==> config.mk <==
export PLATFORM = sky130hd
export DESIGN_NAME = host_cpu_flat
export DESIGN_NICKNAME = d
export VERILOG_FILES = /design/src/irq_remote_pkg.sv /design/src/irq_remote_if.sv /design/src/host_cpu.sv /design/src/flat_wrapper.sv
export VERILOG_INCLUDE_DIRS = /design/src
export SDC_FILE = /design/constraint.sdc
export NUM_CORES = 1
export LEC_CHECK = 0
export BUFFER_PORTS_ARGS = -buffer_cell sky130_fd_sc_hd__clkbuf_2
export CAP_MARGIN = 0
export CELL_PAD_IN_SITES_DETAIL_PLACEMENT = 0
export CELL_PAD_IN_SITES_GLOBAL_PLACEMENT = 1
export CORE_ASPECT_RATIO = 1.25
export CORE_MARGIN = 2
export CORE_UTILIZATION = 30
export DETAILED_ROUTE_END_ITERATION = 6
export PLACE_DENSITY = 0.78
export SLEW_MARGIN = 15
export SYNTH_ARGS = -nofsm -noshare
export SYNTH_HDL_FRONTEND = slang
export SYNTH_SLANG_ARGS = --single-unit
==> constraint.sdc <==
create_clock -name clock -period 1.2 [get_ports clock]
set_input_delay 0.06 -clock clock [delete_from_list [all_inputs] [get_ports clock]]
set_output_delay 0.06 -clock clock [all_outputs]
set_load 0.03 [all_outputs]
==> src/irq_remote_params.svh <==
// constants for the module/host interrupt and remote run/stop link
// assumes inclusion by the package and both ends
// How it works
// RQ1: host interrupt acts on rising edge only
// RQ2: edge starts the one configured interrupt task
// RQ3: rearm only after task end instruction
// RQ4: edges during busy flag are dropped
// RQ5: more than one interrupt task flags error
// RQ6: service call raises interrupt request to host
// RQ7: host maps requests to pointers by slot
// RQ8: lower pointer wins between two requests
// RQ9: separate remote run and halt calls
// RQ10: opposite remote request from another unit errors
// RQ11: remote run follows key switch, halt stops
// RQ12: no relays set: run without clearing
// RQ13: second relay only: clear outside latch range
// RQ14: first relay set: clear all memory
// RQ15: host reset drops remote, follows key switch
// RQ16: keep clear relays reset unless clearing wanted
// RQ17: busy flag set at launch, cleared at end
`ifndef IRQ_REMOTE_PARAMS_SVH
`define IRQ_REMOTE_PARAMS_SVH
`define TASK_COUNT 8
`define POINTER_COUNT 8
`define FIRST_POINTER 5'h10
`define SLOT_RESET 3'h0
`endif

==> src/irq_remote_pkg.sv <==
// types for the module/host interrupt and remote run/stop link
// assumes irq_remote_params.svh in the include path
`include "irq_remote_params.svh"
package irq_remote_pkg;
    typedef enum logic [1:0] {key_run, key_stop, key_pause, key_step} key_type;
    typedef enum logic [1:0] {mode_run, mode_stop, mode_pause, mode_step} mode_type;
    typedef enum logic [1:0] {remote_none, remote_run, remote_halt} remote_type;
    typedef enum logic [1:0] {clear_none, clear_unlatched, clear_all} clear_type;
endpackage

==> src/irq_remote_if.sv <==
// link between the communication module and the host controller
// assumes one shared clock and reset
`timescale 1ns/1ns
`default_nettype none
interface irq_remote_if;
    logic host_irq;
    logic module_irq;
    logic remote_run_req;
    logic remote_halt_req;
    logic remote_error;
    modport module_end(input host_irq, remote_error,
        output module_irq, remote_run_req, remote_halt_req);
    modport host_end(output host_irq, remote_error,
        input module_irq, remote_run_req, remote_halt_req);
endinterface
`default_nettype wire

==> src/host_cpu.sv <==
// host controller end: interrupt pointer, remote mode and clearing
// assumes module end on same clock; slot order fixes pointer
`timescale 1ns/1ns
`default_nettype none
`include "irq_remote_params.svh"
module host_cpu (
    input wire logic clock,
    input wire logic resetn,
    irq_remote_if.host_end link,
    input wire logic irq_to_module,
    input wire logic [2:0] module_slot,
    input wire logic [`POINTER_COUNT-1:0] other_irq,
    input wire logic [1:0] key_switch,
    input wire logic other_remote_run,
    input wire logic other_remote_halt,
    input wire logic clear_all_memory_relay,
    input wire logic clear_unlatched_memory_relay,
    input wire logic host_reset,
    output logic irq_taken,
    output logic [4:0] irq_pointer,
    output logic [1:0] run_mode,
    output logic [1:0] clear_action,
    output logic clear_pulse
);
    import irq_remote_pkg::*;
    typedef struct packed {
        logic hirq;
        logic taken;
        logic [4:0] ptr;
        remote_type remote;
        logic rerr;
        mode_type mode;
        clear_type clr;
        logic clr_pulse;
    } state_type;
    state_type r, next_r;
    // ****************
    // next state
    // ****************
    always_comb begin
        logic [`POINTER_COUNT-1:0] reqs;
        logic found;
        reqs = other_irq;
        found = 1'b0;
        next_r = r;
        next_r.hirq = irq_to_module;
        next_r.taken = 1'b0;
        next_r.clr_pulse = 1'b0;
        reqs[module_slot] = reqs[module_slot] | link.module_irq; // [RQ7]
        for (int i = 0; i < `POINTER_COUNT; i++) begin
            if (reqs[i] && !found) begin // [RQ8]
                found = 1'b1;
                next_r.taken = 1'b1;
                next_r.ptr = `FIRST_POINTER + 5'(i);
            end
        end
        next_r.rerr = 1'b0;
        if ((link.remote_run_req && other_remote_halt) ||
            (link.remote_halt_req && other_remote_run)) begin
            next_r.rerr = 1'b1; // [RQ10]
        end else if (link.remote_run_req) begin
            next_r.remote = remote_run;
            next_r.clr_pulse = 1'b1;
            if (clear_all_memory_relay) begin
                next_r.clr = clear_all; // [RQ14]
            end else if (clear_unlatched_memory_relay) begin
                next_r.clr = clear_unlatched; // [RQ13]
            end else begin
                next_r.clr = clear_none; // [RQ12] [RQ16]
            end
        end else if (link.remote_halt_req) begin
            next_r.remote = remote_halt;
        end
        if (host_reset) begin
            next_r.remote = remote_none; // [RQ15]
            next_r.clr_pulse = 1'b0;
        end
        if (next_r.remote == remote_halt) begin
            next_r.mode = mode_stop; // [RQ11]
        end else begin
            next_r.mode = mode_type'(key_switch); // [RQ11] [RQ15]
        end
    end
    // ****************
    // registers
    // ****************
    always_ff @(posedge clock or negedge resetn) begin
        if (!resetn) begin
            r <= '{hirq: 1'b0, taken: 1'b0, ptr: `FIRST_POINTER, remote: remote_none,
                rerr: 1'b0, mode: mode_stop, clr: clear_none, clr_pulse: 1'b0};
        end else begin
            r <= next_r;
        end
    end
    assign link.host_irq = r.hirq;
    assign link.remote_error = r.rerr;
    assign irq_taken = r.taken;
    assign irq_pointer = r.ptr;
    assign run_mode = r.mode;
    assign clear_action = r.clr;
    assign clear_pulse = r.clr_pulse;
endmodule
`default_nettype wire

==> src/flat_wrapper.sv <==
// flat-port wrapper written by rule: the top's interface ports become plain ports
module host_cpu_flat import irq_remote_pkg::*;
  (clock, resetn, irq_to_module, module_slot, other_irq, key_switch, other_remote_run, other_remote_halt, clear_all_memory_relay, clear_unlatched_memory_relay, host_reset, irq_taken, irq_pointer, run_mode, clear_action, clear_pulse, link_host_irq, link_remote_error, link_module_irq, link_remote_run_req, link_remote_halt_req);
  irq_remote_if link_i ();
  input wire logic clock;
  input wire logic resetn;
  input wire logic irq_to_module;
  input wire logic [2:0] module_slot;
  input wire logic [`POINTER_COUNT-1:0] other_irq;
  input wire logic [1:0] key_switch;
  input wire logic other_remote_run;
  input wire logic other_remote_halt;
  input wire logic clear_all_memory_relay;
  input wire logic clear_unlatched_memory_relay;
  input wire logic host_reset;
  output logic irq_taken;
  output logic [4:0] irq_pointer;
  output logic [1:0] run_mode;
  output logic [1:0] clear_action;
  output logic clear_pulse;
  output wire logic [$bits(link_i.host_irq)-1:0] link_host_irq;
  output wire logic [$bits(link_i.remote_error)-1:0] link_remote_error;
  input wire logic [$bits(link_i.module_irq)-1:0] link_module_irq;
  input wire logic [$bits(link_i.remote_run_req)-1:0] link_remote_run_req;
  input wire logic [$bits(link_i.remote_halt_req)-1:0] link_remote_halt_req;
  assign link_host_irq = link_i.host_irq;
  assign link_remote_error = link_i.remote_error;
  assign link_i.module_irq = link_module_irq;
  assign link_i.remote_run_req = link_remote_run_req;
  assign link_i.remote_halt_req = link_remote_halt_req;
  host_cpu u_core (.clock(clock), .resetn(resetn), .link(link_i), .irq_to_module(irq_to_module), .module_slot(module_slot), .other_irq(other_irq), .key_switch(key_switch), .other_remote_run(other_remote_run), .other_remote_halt(other_remote_halt), .clear_all_memory_relay(clear_all_memory_relay), .clear_unlatched_memory_relay(clear_unlatched_memory_relay), .host_reset(host_reset), .irq_taken(irq_taken), .irq_pointer(irq_pointer), .run_mode(run_mode), .clear_action(clear_action), .clear_pulse(clear_pulse));
endmodule
### Word-level counts from Yosys, hierarchy flattened

Cells that the tools add are included.

| storage, ports and cells | value |
|---|---|
| flip-flop bits (word level) | 15 |
| output and inout port bits | 13 |

| cells by class | value |
|---|---|
| bitwise logic cells | 2 |
| mux-type cells | 31 |
| reduce and logical (&&, ||, !) cells | 20 |
| equality and inequality tests | 1 |
| order comparisons | 2 |

Operators by type and width:

| kind | count |
|---|---|
| 2-to-1 mux 6 bit | 8 |
| 2-to-1 mux 1 bit | 14 |
| 2-to-1 mux 2 bit | 6 |
| logical AND 1 bit | 10 |
| bitwise mux 8 bit | 1 |
| nonzero test 8 bit | 1 |
| zero test 1 bit | 7 |
| less-than comparator 3 x 4 -> 1 bit, second input constant | 1 |
| binary-select mux 1 bit (select 3 bit) | 1 |
| demux 1 bit (select 3 bit) | 1 |
| >= comparator 3 x 1 -> 1 bit, second input constant | 1 |
| == test 2 bit, second input constant | 1 |
| AND reduction 2 bit | 1 |
| logical OR 1 bit | 1 |
| NOT 1 bit | 1 |
| OR 1 bit | 1 |

### Longest topological paths before layout

| logic depth | value |
|---|---|
| depth in word-level cells | 27 |
| mapped depth | 6 |
| mapped depth without buffers | 5 |

### Worst setup path after synthesis

No wires, ideal clock.

| timing path | value |
|---|---|
| kind | input to register |
| start point | input port module_slot[0] |
| end point | register u_core.r (netlist bit u_core.irq_pointer[4]) |
| library setup time | 0.082 ns |
| setup slack | -0.180 ns |
| buffers on the path | 0 |
| arrival time | 1.298 ns |
| stages | 5 |
| required time | 1.118 ns |
| path through | mux2_4 > a21o_1 > o32a_1 > or3_1 > or2_1 |

RTL lines:

| element | line | source |
|---|---|---|
| from (decl) | flat_wrapper.sv:8 | `input wire logic [2:0] module_slot;` |
| to (signal assigned) | host_cpu.sv:89 | `` r <= '{hirq: 1'b0, taken: 1'b0, ptr: `FIRST_POINTER, remote: remote_none, `` |
| to (signal assigned) | host_cpu.sv:92 | `r <= next_r;` |
| to (decl) | host_cpu.sv:36 | `state_type r, next_r;` |

### Worst setup path after layout

| timing path | value |
|---|---|
| start point | input port module_slot[1] |
| end point | register u_core.r (netlist bit u_core.irq_pointer[0]) |

| on the way | value |
|---|---|
| cells in the longest elaborated chain, start to end | 27 |
| elaborated cells on any way between the ends | 38 |
| those cells by class | order compare: 2; mux: 19; bitwise: 1; reduce/logical: 16 |

Ends and longest elaborated chain:

| element | line | source |
|---|---|---|
| less-than comparator 3 x 4 -> 1 bit (not written as such) or >= comparator 3 x 1 -> 1 bit (tied branches) | host_cpu.sv:49 | `reqs[module_slot] = reqs[module_slot] \| link.module_irq;` |
| logical AND 1 bit (not written as such) | host_cpu.sv:49 |  |
| 2-to-1 mux 1 bit (not written as such) | host_cpu.sv:49 |  |
| demux 1 bit (select 3 bit) | -- |  |
| bitwise mux 8 bit (*) | host_cpu.sv:49 |  |
| 2-to-1 mux 1 bit | host_cpu.sv:51 | `if (reqs[i] && !found) begin` |
| zero test 1 bit | host_cpu.sv:51 |  |
| logical AND 1 bit | host_cpu.sv:51 |  |
| [... 11 more ...] | -- |  |
| logical AND 1 bit | host_cpu.sv:51 |  |
| 2-to-1 mux 1 bit | host_cpu.sv:51 |  |
| zero test 1 bit | host_cpu.sv:51 |  |
| logical AND 1 bit | host_cpu.sv:51 |  |
| 2-to-1 mux 1 bit | host_cpu.sv:51 |  |
| zero test 1 bit | host_cpu.sv:51 |  |
| logical AND 1 bit | host_cpu.sv:51 |  |
| nonzero test 8 bit (no line) or 2-to-1 mux 6 bit (tied branches) | -- |  |

Mark *: on every way between the ends. The rest lies on a longest branch, timed or not. The select of a mux whose other input is x is not followed.
A chain may end at the register's enable or synchronous reset.

==> results.cfg <==
[worst_setup_path]
worstPathRequired_ns = 1.38
crit_arrival_ns = 1.45
startpoint_type = primary input
path_max_fanout = 7
end_kind = flop
critPathKind = primary input to flop

[yosys]
ys_seq_area_frac = 0.392
yosysUniqueCellTypes = 39
synth_common_cells = 12 x dfrtp_1, 9 x buf_4, 9 x nor2_1
syn_area_um2 = 901
synth_top_cell_area_share = 0.333
yosysTopAreaCell = dfrtp_1
yosysMostFrequentCell = dfrtp_1
synth_seq_cells = 14
postSynthCellCount = 102
synth_area_leaders = dfrtp_1 33%, buf_4 7.5%, dfstp_2 5.8%
syn_nets = 126
synth.avg_cell_area_um2 = 8.83
synth_flop_cell = dfrtp_1
synth_edf_count = 0
yosysWarnings = 0
synthArstFlopShare = 1.00

[final_layout]
fillers = 296
layout-drive-gt1-share = 0.474
final_design_area_no_fill_mm2 = 0.00136
nets = 181
seqCellArea_um2 = 353
syn_to_final_growth_pct = 50.4
fin_util = 0.469
diodes = 0
multiInputGateArea_um2 = 517

[power]
power_leakage_nw = 0.645
powerDensity_mw_per_mm2 = 911
peakVddDrop_v = 0.000488

[cts]
cts_tree = yes
h-tree-depth = 1
cts.sinks = 14
clk_path_buf_depth = 2
clk_pin_slew_ns = 0.08
cts_root_buf = clkbuf_4
clkLatencyLatePin_ns = 0.27
numCtsBuffers = 3

[outcome]
violations = setup timing
status = finished, violations left

[global_routing]
grt_max_degree = 15
grt_pass1_vias = 981
gr-total-overflow = 0
grt_pass1_wl_um = 3840
grtUsageTotal = 0.148
antenna_found_initial = 0

[hold_path]
min_path_type = primary input to flop

[routing]
wirelength_um = 2430
drcViolationCount = 0
via_per_inst = 4.97
drt_first_pass_iters = 5
wl_per_cell_um = 12.6
num_vias = 954
drt_first_iter_violations = 13
detail-route-antenna-nets = 0

[placement]
dp_hpwl_um = 1910
gp_congestion = 0.878
place_area_mm2 = 0.00120
numPortBuffers = 35
dpl_worst_slack_ns = -0.330

[floorplanning]
die_area_mm2 = 0.00346
initial_core_util = 0.312
pin_count = 37
die_x_um = 53.0
core-area_mm2 = 0.00289
rows = 22
die_y_um = 65.3

[timing]
slew_violations = 0
fmax_mhz = 791
finalHoldViolations = 0
rsz0062_at_grt = yes
worst_hold_slack_ns = 0.0113
period_share = 1.05
finalSetupViolCount = 3
period_minus_slack_ns = 1.26
fin_skew_ns = 0.000958
setup_slack_ns = -0.0639

[run]
cap_violations = 0
==> area by class of cell <==
class,instances,share of cell area
tap,36,0.0332
multi-input combinational,74,0.381
clock buffer,4,0.0268
sequential,14,0.260
inverter,3,0.00831
timing repair buffer,61,0.290
==> layout by cell type, fill, tap and decap left out, types with 4 or more instances in the layout <==
cell type / n
clkbuf_2: 34
buf_4: 21
dfrtp_1: 12
nor2_1: 9
nand2_1: 7
a21oi_1: 6
dlygate4sd3_1: 5
nor3_1: 4
==> flip-flops by register name, indices dropped and copies added (netlist names) <==
| name | cells |
|---|---|
| u_core.irq_pointer | 4 |
| u_core.clear_pulse | 1 |
| u_core.link.host_irq | 1 |
| u_core.irq_taken | 1 |
| u_core.clear_action | 2 |
| u_core.link.remote_error | 1 |
| u_core.r | 2 |
| u_core.run_mode | 2 |
==> layer usage <==
| layer | vias up | part of all wire | global-route usage |
|---|---|---|---|
| met5 | - | 0 | 0 |
| met2 | 36 | 0.55 | 0.284 |
| met4 | 0 | 0.034 | 0.0833 |
| li1 | 468 | - | - |
| met3 | 9 | 0.056 | 0.0182 |
| met1 | 441 | 0.36 | 0.145 |
==> per-stage QoR <==
stage | total power, mW | setup TNS, ns | std cells
finish | 1.23 | -0.0982 | 192
global route | 1.31 | -0.164 | 192
CTS | 1.24 | -0.0593 | 192
detailed placement | 0.879 | -1.29 | 183
global placement | 0.869 | -1.09 | 183
floorplan | 0.738 | -0.174 | 102
==> worst max-delay path, stage by stage <==
cell,delay (ns)
clkbuf_2,0.12
buf_4,0.17
nor2b_1,0.15
nor3b_1,0.26
nor3_1,0.07
or4_1,0.41
a31oi_1,0.20
==> cells by family (layout without fill, tap and decap cells) <==
kind of cell / Yosys count / in the layout / share of synthesized area
simple gates: 47 / 47 / 0.294
other cells: 1 / 1 / 0.00416
mux: 4 / 4 / 0.0514
buf+inv: 14 / 68 / 0.0986
flops: 14 / 14 / 0.392
compound gates: 22 / 22 / 0.160
==> repair_timing <==
item                                    CTS  global route
buffers inserted                          0             0
pin swaps                                 2             1
resized for setup                         4             8
hold endpoints to repair                 19             0
endpoints found under the setup margin    3             3
hold buffers                              5             0
==> where the power goes <==
group	switching [mW]	internal (mW)	total [mW]
logic	0.212	0.177	0.389
registers	0.0151	0.506	0.521
clock network	0.140	0.185	0.325
==> path summary, 6_finish.rpt <==
check,startpoint,endpoint,slack (ns),depth (start not counted)
max reg2reg,u_core.irq_pointer[0],u_core.irq_pointer[0],-0.01,5
max in group asynchronous,resetn,u_core.irq_pointer[4],0.70,2
min reg2reg,u_core.clear_action[0],u_core.clear_action[0],0.48,2
min,clear_unlatched_memory_relay,u_core.clear_action[0],0.01,3
max,module_slot[1],u_core.irq_pointer[0],-0.06,7
min in group asynchronous,resetn,u_core.link.remote_error,0.21,2
Note: power is estimated with default switching activity, not from simulation.
